## config.mk

```make
export PLATFORM = sky130hd
export DESIGN_NAME = mcmi_top
export DESIGN_NICKNAME = d
export VERILOG_FILES = /design/src/hw/mcmi_pkg.sv /design/src/hw/mcmi_top.sv
export SDC_FILE = /design/constraint.sdc
export NUM_CORES = 1
export LEC_CHECK = 0
export BUFFER_PORTS_ARGS = -buffer_cell sky130_fd_sc_hd__buf_2
export CORE_MARGIN = 2
export CORE_UTILIZATION = 59
export CTS_CLUSTER_DIAMETER = 50
export DETAILED_ROUTE_END_ITERATION = 12
export HOLD_SLACK_MARGIN = 0.12
export PLACE_DENSITY_LB_ADDON = 0.3
export RECOVER_POWER = 100
export SLEW_MARGIN = 20
export SYNTH_ARGS = -nofsm -noshare
export SYNTH_HDL_FRONTEND = slang
export SYNTH_SLANG_ARGS = --single-unit
```

## constraint.sdc

```tcl
create_clock -name clk -period 3.8 [get_ports clk]
set_input_delay 0.19 -clock clk [delete_from_list [all_inputs] [get_ports clk]]
set_output_delay 0.19 -clock clk [all_outputs]
set_load 0.005 [all_outputs]
```

## src/hw/mcmi_pkg.sv

```systemverilog
/*
  Package for the command-mode interpreter: timing counts, defaults,
  character codes and the carrier structs shared by the design.
  Assumes a 20 MHz system clock.
*/
package mcmi_pkg;

  // ----------------------------------------------------------------
  // Timing
  // ----------------------------------------------------------------
  localparam int unsigned CLK_HZ = 20000000;
  localparam int unsigned GUARD_UNIT_MS = 100;
  localparam int unsigned GUARD_UNIT_CYC = CLK_HZ / 1000 * GUARD_UNIT_MS;
  localparam int unsigned BIN_TIMEOUT_MS = 500;
  localparam int unsigned BIN_TIMEOUT_CYC = CLK_HZ / 1000 * BIN_TIMEOUT_MS;
  localparam int unsigned CMD_HOLD_US = 100;
  localparam int unsigned CMD_HOLD_CYC = CLK_HZ / 1000000 * CMD_HOLD_US;

  // ----------------------------------------------------------------
  // Defaults and characters
  // ----------------------------------------------------------------
  localparam logic [15:0] PRE_GUARD_RST = 16'h000a;
  localparam logic [15:0] POST_GUARD_RST = 16'h000a;
  localparam logic [7:0] SEQ_CHAR_RST = 8'h2d;
  localparam logic [15:0] CMD_TIMEOUT_RST = 16'h0064;
  localparam logic [7:0] QUERY_BIT = 8'h80;
  localparam logic [1:0] ESC_COUNT = 2'h3;
  localparam logic [1:0] LINE2_BINARY = 2'h1;
  localparam logic [7:0] CH_A = 8'h41;
  localparam logic [7:0] CH_T = 8'h54;
  localparam logic [7:0] CH_CR = 8'h0d;
  localparam logic [7:0] CH_COMMA = 8'h2c;
  localparam logic [7:0] CH_SPACE = 8'h20;

  // ----------------------------------------------------------------
  // Carriers
  // ----------------------------------------------------------------
  typedef struct packed {
    logic valid;
    logic [7:0] data;
  } mcmi_byte_t;

  // One parsed command toward the parameter store
  typedef struct packed {
    logic valid;
    logic write;
    logic [7:0] code;
    logic [15:0] value;
  } mcmi_req_t;

  typedef enum logic [1:0] {
    MCMI_RSP_NONE,
    MCMI_RSP_OK,
    MCMI_RSP_ERROR,
    MCMI_RSP_VALUE
  } mcmi_rsp_kind_t;

  typedef struct packed {
    mcmi_rsp_kind_t kind;
    logic [15:0] value;
  } mcmi_rsp_t;

endpackage

```

## src/hw/mcmi_top.sv

```systemverilog
/*
  Command-mode front end: escape detection with guard silences, strap
  entry at reset, text command line parsing and binary command mode.
  Assumes a UART outside that delivers whole bytes at stop-bit end
  and a parameter store that answers each request with ack and status.
*/
// How it works
// Silence of pre-guard before escape characters
// Exactly three sequence characters follow silence
// Post-guard silence then enters command mode
// Strap low at reset enters text mode
// Empty parameter field means read request
// Writes touch working value; commit stores
// Each text command answered OK or ERROR; a successful read is answered with its value instead
// Comma-separated commands, AT once, CR ends
// Leave on leave command or timeout
// Binary select sampled at byte stop end
// Binary commands run in arrival order
// Wait for receive gap before executing
// Clear-to-send high while binary command executes
// Host holds select 100 us after byte
// Missing parameters within 0.5 s abandon
// Parameters two bytes, low byte first
// Bit 0x80 without parameters is query
// Select honoured only when line-two function 1
// Host raises select to enter binary
// Host avoids hardware flow control then
// Stray character aborts escape, restarts silence
`timescale 1ns/1ps
module mcmi_top (
  input wire logic clk,
  input wire logic rstn,
  input wire logic setup_strap_n,
  input wire logic binary_mode_select,
  input wire mcmi_pkg::mcmi_byte_t rx_byte,
  input wire logic radio_rx_busy,
  input wire logic [15:0] pre_guard_silence,
  input wire logic [15:0] post_guard_silence,
  input wire logic [7:0] sequence_character,
  input wire logic [15:0] command_timeout,
  input wire logic [1:0] input_line_two_function,
  input wire logic [7:0] leave_command_mode,
  input wire logic [7:0] commit_to_nonvolatile,
  output mcmi_pkg::mcmi_byte_t payload_out,
  output mcmi_pkg::mcmi_req_t param_req,
  input wire logic param_ack,
  input wire logic param_ok,
  input wire logic [15:0] param_value,
  output logic commit_req,
  output mcmi_pkg::mcmi_rsp_t response,
  output logic clear_to_send,
  output logic command_mode,
  output logic default_baud
);

  // ----------------------------------------------------------------
  // Input synchronisers
  // ----------------------------------------------------------------
  logic [1:0] strap_s_q, strap_s_d, sel_s_q, sel_s_d;
  always_comb
  begin
    strap_s_d = {strap_s_q[0], setup_strap_n};
    sel_s_d = {sel_s_q[0], binary_mode_select};
  end
  always_ff @(posedge clk or negedge rstn)
  begin
    if (!rstn)
    begin
      strap_s_q <= 2'h3;
      sel_s_q <= 2'h0;
    end
    else
    begin
      strap_s_q <= strap_s_d;
      sel_s_q <= sel_s_d;
    end
  end

  // ----------------------------------------------------------------
  // Escape detection and text command mode
  // ----------------------------------------------------------------
  typedef enum {ESC_SILENT, ESC_CHARS, ESC_POST} mcmi_esc_t;
  typedef enum {TX_IDLE, TX_SEEK_A, TX_SEEK_T, TX_CODE, TX_PARAM, TX_WAIT} mcmi_txt_t;
  localparam logic [22:0] UNIT = 23'(mcmi_pkg::GUARD_UNIT_CYC);

  mcmi_esc_t esc_q, esc_d;
  mcmi_txt_t txt_q, txt_d;
  logic [22:0] tick_q, tick_d;
  logic [15:0] units_q, units_d, idle_q, idle_d, val_q, val_d;
  logic [1:0] nseq_q, nseq_d, nlet_q, nlet_d, wake_q, wake_d;
  logic cmd_q, cmd_d, baud_q, baud_d;
  logic has_val_q, has_val_d, last_q, last_d, err_q, err_d, commit_q, commit_d;
  logic [7:0] code_q, code_d;
  logic [3:0] hexv;
  logic is_hex, unit_tick, bin_byte;
  mcmi_pkg::mcmi_req_t treq_q, treq_d;
  mcmi_pkg::mcmi_rsp_t trsp_q, trsp_d;

  always_comb
  begin
    is_hex = 1'b1;
    hexv = rx_byte.data[3:0];
    if (rx_byte.data >= 8'h41 && rx_byte.data <= 8'h46)
      hexv = 4'(rx_byte.data[3:0] + 4'h9);
    else if (rx_byte.data < 8'h30 || rx_byte.data > 8'h39)
      is_hex = 1'b0;
  end

  assign unit_tick = (tick_q == UNIT - 23'h1);

  always_comb
  begin
    esc_d = esc_q;
    txt_d = txt_q;
    tick_d = unit_tick ? 23'h0 : 23'(tick_q + 23'h1);
    units_d = unit_tick ? 16'(units_q + 16'h1) : units_q;
    idle_d = idle_q;
    nseq_d = nseq_q;
    nlet_d = nlet_q;
    cmd_d = cmd_q;
    baud_d = baud_q;
    wake_d = (wake_q == 2'h3) ? wake_q : 2'(wake_q + 2'h1);
    val_d = val_q;
    code_d = code_q;
    has_val_d = has_val_q;
    last_d = last_q;
    err_d = err_q;
    commit_d = 1'b0;
    treq_d = treq_q;
    treq_d.valid = 1'b0;
    trsp_d = '0;
    // Strap is read once the synchroniser holds a real pin sample, not its reset value
    if (wake_q == 2'h2 && !strap_s_q[1])
    begin
      cmd_d = 1'b1;
      baud_d = 1'b1;
      txt_d = TX_SEEK_A;
    end
    if (!cmd_q)
    begin
      if (rx_byte.valid && !bin_byte)
      begin
        tick_d = '0;
        units_d = '0;
        if (esc_q == ESC_SILENT && units_q >= pre_guard_silence)
        begin
          esc_d = (rx_byte.data == sequence_character) ? ESC_CHARS : ESC_SILENT;
          nseq_d = 2'h1;
        end
        else if (esc_q == ESC_CHARS && rx_byte.data == sequence_character)
        begin
          nseq_d = 2'(nseq_q + 2'h1);
          esc_d = (nseq_q + 2'h1 == mcmi_pkg::ESC_COUNT) ? ESC_POST : ESC_CHARS;
        end
        else
          esc_d = ESC_SILENT;
      end
      else if (esc_q == ESC_POST && units_q >= post_guard_silence)
      begin
        cmd_d = 1'b1;
        esc_d = ESC_SILENT;
        txt_d = TX_SEEK_A;
        idle_d = '0;
        trsp_d.kind = mcmi_pkg::MCMI_RSP_OK;
      end
    end
    else
    begin
      if (unit_tick)
        idle_d = 16'(idle_q + 16'h1);
      if (idle_q >= command_timeout && txt_q != TX_WAIT)
      begin
        cmd_d = 1'b0;
        baud_d = 1'b0;
        txt_d = TX_IDLE;
      end
      else if (txt_q == TX_WAIT)
      begin
        if (param_ack)
        begin
          trsp_d.value = param_value;
          trsp_d.kind = !param_ok ? mcmi_pkg::MCMI_RSP_ERROR
                      : (treq_q.write ? mcmi_pkg::MCMI_RSP_OK : mcmi_pkg::MCMI_RSP_VALUE);
          idle_d = '0;
          txt_d = last_q ? TX_SEEK_A : TX_CODE;
        end
      end
      else if (rx_byte.valid && !bin_byte)
      begin
        case (txt_q)
          TX_SEEK_A: txt_d = (rx_byte.data == mcmi_pkg::CH_A) ? TX_SEEK_T : TX_SEEK_A;
          TX_SEEK_T:
          begin
            txt_d = (rx_byte.data == mcmi_pkg::CH_T) ? TX_CODE : TX_SEEK_A;
            code_d = '0;
            val_d = '0;
            has_val_d = 1'b0;
            err_d = 1'b0;
            nlet_d = 2'h0;
          end
          TX_CODE, TX_PARAM:
          begin
            if (rx_byte.data == mcmi_pkg::CH_CR || rx_byte.data == mcmi_pkg::CH_COMMA)
            begin
              last_d = (rx_byte.data == mcmi_pkg::CH_CR);
              if (err_q)
              begin
                trsp_d.kind = mcmi_pkg::MCMI_RSP_ERROR;
                txt_d = last_d ? TX_SEEK_A : TX_CODE;
              end
              else if (code_q == leave_command_mode)
              begin
                trsp_d.kind = mcmi_pkg::MCMI_RSP_OK;
                cmd_d = 1'b0;
                baud_d = 1'b0;
                txt_d = TX_IDLE;
              end
              else if (code_q == commit_to_nonvolatile)
              begin
                commit_d = 1'b1;
                trsp_d.kind = mcmi_pkg::MCMI_RSP_OK;
                txt_d = last_d ? TX_SEEK_A : TX_CODE;
              end
              else
              begin
                treq_d.valid = 1'b1;
                treq_d.write = has_val_q;
                treq_d.code = code_q;
                treq_d.value = val_q;
                txt_d = TX_WAIT;
              end
              idle_d = '0;
              code_d = '0;
              val_d = '0;
              has_val_d = 1'b0;
              err_d = 1'b0;
              nlet_d = 2'h0;
            end
            else if (rx_byte.data == mcmi_pkg::CH_SPACE)
              txt_d = (nlet_q == 2'h0) ? txt_q : TX_PARAM;
            else if (txt_q == TX_CODE && !has_val_q && nlet_q != 2'h2)
            begin
              code_d = {code_q[5:0], 2'h0} ^ rx_byte.data; // Two letters folded to a code
              nlet_d = 2'(nlet_q + 2'h1);
            end
            else if (is_hex)
            begin
              val_d = {val_q[11:0], hexv};
              has_val_d = 1'b1;
              txt_d = TX_PARAM;
            end
            else
              err_d = 1'b1;
          end
          default: txt_d = TX_SEEK_A;
        endcase
      end
    end
  end

  always_ff @(posedge clk or negedge rstn)
  begin
    if (!rstn)
    begin
      esc_q <= ESC_SILENT;
      txt_q <= TX_IDLE;
      tick_q <= '0;
      units_q <= '0;
      idle_q <= '0;
      nseq_q <= '0;
      nlet_q <= '0;
      cmd_q <= 1'b0;
      baud_q <= 1'b0;
      wake_q <= '0;
      val_q <= '0;
      code_q <= '0;
      has_val_q <= 1'b0;
      last_q <= 1'b0;
      err_q <= 1'b0;
      commit_q <= 1'b0;
      treq_q <= '0;
      trsp_q <= '0;
    end
    else
    begin
      esc_q <= esc_d;
      txt_q <= txt_d;
      tick_q <= tick_d;
      units_q <= units_d;
      idle_q <= idle_d;
      nseq_q <= nseq_d;
      nlet_q <= nlet_d;
      cmd_q <= cmd_d;
      baud_q <= baud_d;
      wake_q <= wake_d;
      val_q <= val_d;
      code_q <= code_d;
      has_val_q <= has_val_d;
      last_q <= last_d;
      err_q <= err_d;
      commit_q <= commit_d;
      treq_q <= treq_d;
      trsp_q <= trsp_d;
    end
  end

  // ----------------------------------------------------------------
  // Binary command mode
  // ----------------------------------------------------------------
  typedef enum {BN_IDLE, BN_LO, BN_HI, BN_GAP, BN_EXEC} mcmi_bin_t;
  localparam logic [23:0] BIN_TO = 24'(mcmi_pkg::BIN_TIMEOUT_CYC);

  mcmi_bin_t bin_q, bin_d;
  logic [23:0] bto_q, bto_d;
  logic [7:0] bcode_q, bcode_d;
  logic [15:0] bval_q, bval_d;
  logic bwrite_q, bwrite_d, cts_q, cts_d;
  mcmi_pkg::mcmi_req_t breq_q, breq_d;
  mcmi_pkg::mcmi_byte_t pay_q, pay_d;

  // Select is the synchronised level at the byte's stop-bit end
  assign bin_byte = sel_s_q[1] && (input_line_two_function == mcmi_pkg::LINE2_BINARY);

  always_comb
  begin
    bin_d = bin_q;
    bto_d = 24'(bto_q + 24'h1);
    bcode_d = bcode_q;
    bval_d = bval_q;
    bwrite_d = bwrite_q;
    breq_d = breq_q;
    breq_d.valid = 1'b0;
    cts_d = 1'b0;
    pay_d.valid = rx_byte.valid && !bin_byte && !cmd_q;
    pay_d.data = rx_byte.data;
    case (bin_q)
      BN_IDLE:
        if (rx_byte.valid && bin_byte)
        begin
          bcode_d = rx_byte.data;
          bto_d = '0;
          bval_d = '0;
          bwrite_d = !rx_byte.data[7];
          bin_d = rx_byte.data[7] ? BN_GAP : BN_LO;
        end
      BN_LO, BN_HI:
        if (bto_q >= BIN_TO - 24'h1)
          bin_d = BN_IDLE;
        else if (rx_byte.valid && bin_byte)
        begin
          if (bin_q == BN_LO)
            bval_d[7:0] = rx_byte.data;
          else
            bval_d[15:8] = rx_byte.data;
          bin_d = (bin_q == BN_LO) ? BN_HI : BN_GAP;
        end
      BN_GAP:
        if (!radio_rx_busy)
        begin
          breq_d.valid = 1'b1;
          breq_d.write = bwrite_q;
          breq_d.code = bcode_q & ~mcmi_pkg::QUERY_BIT;
          breq_d.value = bval_q;
          cts_d = 1'b1;
          bin_d = BN_EXEC;
        end
      BN_EXEC:
      begin
        cts_d = !param_ack;
        if (param_ack)
          bin_d = BN_IDLE;
      end
      default: bin_d = BN_IDLE;
    endcase
  end

  always_ff @(posedge clk or negedge rstn)
  begin
    if (!rstn)
    begin
      bin_q <= BN_IDLE;
      bto_q <= '0;
      bcode_q <= '0;
      bval_q <= '0;
      bwrite_q <= 1'b0;
      breq_q <= '0;
      cts_q <= 1'b0;
      pay_q <= '0;
    end
    else
    begin
      bin_q <= bin_d;
      bto_q <= bto_d;
      bcode_q <= bcode_d;
      bval_q <= bval_d;
      bwrite_q <= bwrite_d;
      breq_q <= breq_d;
      cts_q <= cts_d;
      pay_q <= pay_d;
    end
  end

  // ----------------------------------------------------------------
  // Outputs
  // ----------------------------------------------------------------
  // Both requesters share one store port; text and binary never overlap in practice
  assign param_req = breq_q.valid ? breq_q : treq_q;
  assign response = (bin_q == BN_EXEC && param_ack)
                  ? mcmi_pkg::mcmi_rsp_t'{kind: mcmi_pkg::MCMI_RSP_VALUE, value: param_value}
                  : trsp_q;
  assign clear_to_send = cts_q;
  assign commit_req = commit_q;
  assign command_mode = cmd_q;
  assign default_baud = baud_q;
  assign payload_out = pay_q;

endmodule

```

Yosys cells after proc, flatten, opt, wreduce, memory -nomap -nowiden
Index checks and enable logic that the tools add are counted.
- output and inout port bits: 57
- register bits: 318
- magnitude comparators: 8
- reductions and logical operators: 44
- add/subtract/negate cells: 8
- multiplexer cells: 147
- bitwise gates (word level): 8
- equality and inequality tests: 44
- operator list (operator ; count):
    2-to-1 mux 32 bit ; 20
    2-to-1 mux 16 bit ; 22
    2-to-1 mux 26 bit ; 12
    equality test 32 x 2 -> 1 bit, second input constant ; 6
    equality test 32 x 3 -> 1 bit, second input constant ; 4
    case mux 32 bit (4 select lines) ; 1
    case mux 32 bit (3 select lines) ; 1
    2-to-1 mux 23 bit ; 3
    equality test 32 x 1 -> 1 bit, second input constant ; 2
    equality test 32 x 4 -> 1 bit, second input constant ; 2
    logical NOT 32 bit ; 2
    case mux 16 bit (2 select lines) ; 2
    2-to-1 mux 18 bit ; 3
    >= comparator 16 bit ; 3
    2-to-1 mux 24 bit ; 2
    2-to-1 mux 1 bit ; 46
    2-to-1 mux 2 bit ; 21
    2-to-1 mux 8 bit ; 5
    adder 16 x 1 -> 16 bit, second input constant ; 2
    inequality test 32 x 4 -> 1 bit, second input constant ; 1
    adder 24 x 1 -> 24 bit, second input constant ; 1
    equality test 8 bit ; 3
    >= comparator 24 bit, second input constant ; 1
    adder 23 x 1 -> 23 bit, second input constant ; 1
    other kinds (36) ; 93

Longest topological paths before layout
- word-level depth: 13
- depth in mapped cells: 11

Worst setup path before layout
Ideal clock, no wire load.
- path type: flip-flop to flip-flop
- start: reg idle_q[9]
- end: reg treq_q[10] in the netlist's numbering
- cell stages (with the launch flop): 10
- slack: 1106 ps
- arrival time: 2569 ps
- cell sequence: dfrtp_1 > ha_1 > a21o_1 > a221o_1 > nand2_1 > o211ai_2 > nand2b_2 > nor4_4 > buf_8 > mux2_4
- word-level cells in the longest chain between the ends: 4
- RTL lines (what ; line ; RTL):
    start, declared ; mcmi_top.sv:89 ; logic [15:0] units_q, units_d, idle_q, idle_d, val_q, val_d;
    start signal, assigned ; mcmi_top.sv:290 ; idle_q <= idle_d;
    >= comparator 16 bit ; mcmi_top.sv:171 ; if (idle_q >= command_timeout && txt_q != TX_WAIT)
    logical AND 1 bit ; mcmi_top.sv:171 ;
    inverter 1 bit (no line) ; - ;
    AND reduction 9 bit (no line) ; - ;
    end signal, assigned ; mcmi_top.sv:302 ; treq_q <= treq_d;
    end, declared ; mcmi_top.sv:96 ; mcmi_pkg::mcmi_req_t treq_q, treq_d;
Every way passes these cells.
A chain may end at the register's enable or synchronous reset.

Final worst setup path
- start: in rx_byte[0] in the netlist's numbering
- end: reg code_q[6]
- word-level cells in the longest chain between the ends: 4
- RTL lines (what ; line ; RTL):
    start, declared ; mcmi_top.sv:35 ; input wire mcmi_pkg::mcmi_byte_t rx_byte,
    equality test 8 x 4 -> 1 bit or equality test 8 x 6 -> 1 bit (tied branches) ; mcmi_top.sv:203 ; if (rx_byte.data == mcmi_pkg::CH_CR || rx_byte.data == mcmi_pkg::CH_COMMA)
    logical OR 1 bit ; mcmi_top.sv:203 ;
    inequality test 3 bit (no line) or 2-to-1 mux 8 bit (tied branches) ; - ;
    AND reduction 7 bit (no line) or case mux 8 bit (2 select lines) (tied branches) ; - ;
    end signal, assigned ; mcmi_top.sv:297 ; code_q <= code_d;
    end, declared ; mcmi_top.sv:93 ; logic [7:0] code_q, code_d;
Several ways; a longest one is shown, not always the timed one.

==> metrics.txt <==
global-route wire length before repair 51.2 mm; dominant synthesized flop cell dfrtp_1; endpoint of the worst register-to-register path nlet_q[0]; Syn Inst Count 1272; Gate power share 18.5%; CTS sink count 259; Resized Gates After CTS 0; post-CTS setup buffer count 0; Power Dens Cells 525 mW/mm²; Ys Warns 0; clock latency on the worst-skew pair 570 ps; Hold Path Cell Cnt 6; Hold EP commit_req; Initial Util 60.3%; initial antenna violation count 1; # Max-Cap Violations 3; Crit Path Max Fanout 10; RSZ-0062 raised after global routing no; Relative slew margins -59.5%; CP startpoint kind input port; # H-tree levels 1; failing checks max-capacitance violations, max-slew violations; DR WL/cell 17.8 µm; switching pwr 2.46 mW; DRT iter0 DRCs 614; IO Port Bufs 162; Final Setup Violations 0; outcome finished, violations left; All-Layer GR Usage 25.8%; FF-to-FF Start idle_q[2]; RD Place Congestion 0.908; DRT Wirelength 31.4 mm; Setup TNS 0 ps; r2r setup slk 510 ps; FFs w/ async S/R, synth 100%; Max Buffers Root-to-Sink 3; number of flops mapped to enable cells by yosys 0; f_max 297 MHz; post-synthesis to final-layout area growth 16.4%; worst path required time 4300 ps; fin nets 1627; nature of the critical path endpoint flop; DRC errors left 0; via count 10200; Boundary Pins 163; Core Area 0.0227 mm²; synth unique cells 83; DP Area 0.0147 mm²; pin count of the biggest net entering global routing 114; DPL Wire Length 21.4 mm; critical path class input port to flop; die height 156 µm; post-synthesis register bit count 259; syn_nets 1439; CTS root buf clkbuf_16; sequential element share of the synthesized area 47.3%; VDD IR max 0.000444 V; Worst Hold Launch commit_to_nonvolatile[5]; share of cells above drive strength 1 20.6%; Hold WC Path Type input port to flop; switching share of total power 29.4%; fin. max-slew vios 134; DR vias/cell 5.77; die extent in x 156 µm; Clock power frac 38.0%; Critical Path AT 3860 ps; cts hold-fix bufs 32; standard-cell rows 55; fin area 0.0159 mm²; crit path time final 3360 ps; P_leak 7.79 nW; period utilisation layout 88.5%; skew final 31.6 ps; die area 0.0245 mm²; TritonCTS buffer count 29; length in cells of the worst reg-to-reg path 8; vias in the first global route 10400; Clock transition at path regs 60 ps; Internal Power 5.91 mW; Flop pwr share 43.5%; Fin. Hold Viols 0; global route total overflow 0; Worst-Margin Slew 2390 ps; post-synthesis average cell area 10.8 µm²; antenna viol nets, final 0; DRT Pass-1 Iters 5; synthesized cell area 0.0137 mm²; CTS tree done
[cells by family (layout without fill, tap and decap cells)]
| kind of cell | count (synthesis) | after routing | share of synthesized area, % |
|---|---|---|---|
| AO/OA/AOI/OAI | 204 | 204 | 10.3 |
| AND/OR/NAND/NOR | 402 | 402 | 16.0 |
| multiplexers | 132 | 132 | 11.3 |
| other | 0 | 1 | 0 |
| buffers and inverters | 130 | 341 | 4.16 |
| adder cells (fa/ha/maj) | 61 | 61 | 5.57 |
| flip-flops | 259 | 259 | 47.3 |
| XOR/XNOR | 84 | 84 | 5.37 |
[worst max-delay path: stages]
cell	delay (ps)
dlygate4sd3_1	520
clkbuf_1	450
inv_1	190
ha_1	290
nor2b_1	170
nand4_1	200
nor2b_1	160
buf_4	150
nand2_1	130
o21ai_0	1090
a22o_1	310
[power by group through the flow]
stage          registers, mW  clock network (mW)  logic, mW
3_3_place_gp            3.65                   0       1.47
3_5_place_dp            3.68                   0       1.52
6_report                3.64                3.18       1.55
2_1_floorplan           3.51                   0       1.18
4_1_cts                 3.64                3.22       1.57
5_1_grt                 3.71                3.33       1.72
[synthesized netlist by cell type, types with 26 or more instances]
library cell | n | area (µm²)
dfrtp_1 | 257 | 6430
nor2_1 | 103 | 387
mux2_2 | 102 | 1150
inv_1 | 79 | 297
nand2_1 | 79 | 297
ha_1 | 61 | 763
xor2_1 | 52 | 455
a21oi_1 | 50 | 250
nand4_1 | 32 | 200
xnor2_1 | 32 | 280
o21ai_0 | 31 | 155
and2_1 | 29 | 181
nand3_1 | 26 | 130
[state kept, by name (all words and copies together), names as in the netlist, 18 cells and up]
signal / count
txt_q: 32
treq_q: 26
breq_q: 25
bto_q: 24
tick_q: 23
trsp_q: 18
[layout make-up]
type | count | area [µm²]
antenna | 1 | 2.50
clock buffer | 34 | 785
clock inverter | 20 | 328
fill | 1643 | 6770
inverter | 80 | 300
multi-input combinational | 883 | 6530
sequential | 259 | 6480
tap | 285 | 357
timing repair buffer | 207 | 1160
[layout by cell type (no fill, tap or decap), types with 8 or more instances in the layout]
cell type / n
mux2_1: 24
mux2_2: 99
nand2_1: 80
and3_1: 15
a31oi_1: 10
dlygate4sd3_1: 32
inv_1: 79
dfrtp_1: 257
o21ai_0: 33
nand3_1: 27
xor2_1: 52
a21oi_1: 50
a21boi_0: 26
xnor2_1: 32
a22o_1: 10
and2_1: 16
nor2_1: 103
nor4_1: 13
and2_0: 13
buf_2: 115
or3_1: 15
nor2b_1: 13
clkbuf_16: 29
ha_1: 61
clkbuf_1: 52
nor3_1: 26
a21o_1: 14
nand4_1: 33
mux2i_1: 8
[how the worst max path moves through the flow]
stage,cells after the start,slack (ps),from,to
final,11,440,rx_byte[0],code_q[6]
after global routing,10,290,rx_byte[0],idle_q[1]
after CTS,9,740,idle_q[2],treq_q[3]
after detailed placement,9,740,idle_q[2],treq_q[1]
after global placement,9,830,idle_q[2],treq_q[1]
after floorplan,9,1110,idle_q[9],treq_q[10]
[through the flow]
stage / instances / total power, mW / hold WS (ps) / utilization (%) / worst slack, ps
after global routing: 1769 / 8.76 / 195 / 70.2 / 287
after global placement: 1682 / 5.12 / 251 / 64.8 / 828
final: 1769 / 8.37 / 142 / 70.2 / 435
after CTS: 1768 / 8.43 / 124 / 71.2 / 740
after floorplan: 1272 / 4.68 / -106 / - / 1110
after detailed placement: 1682 / 5.20 / 251 / 64.9 / 739
[routing by layer]
layer	routed length [µm]	GRT usage (%)	vias to the layer above
met4	759	7.12	0
met5	0	0	-
met2	15100	44.7	303
li1	-	-	4858
met1	13800	33.9	4978
met3	1760	4.21	64
Power figures use the tool's default switching activity.
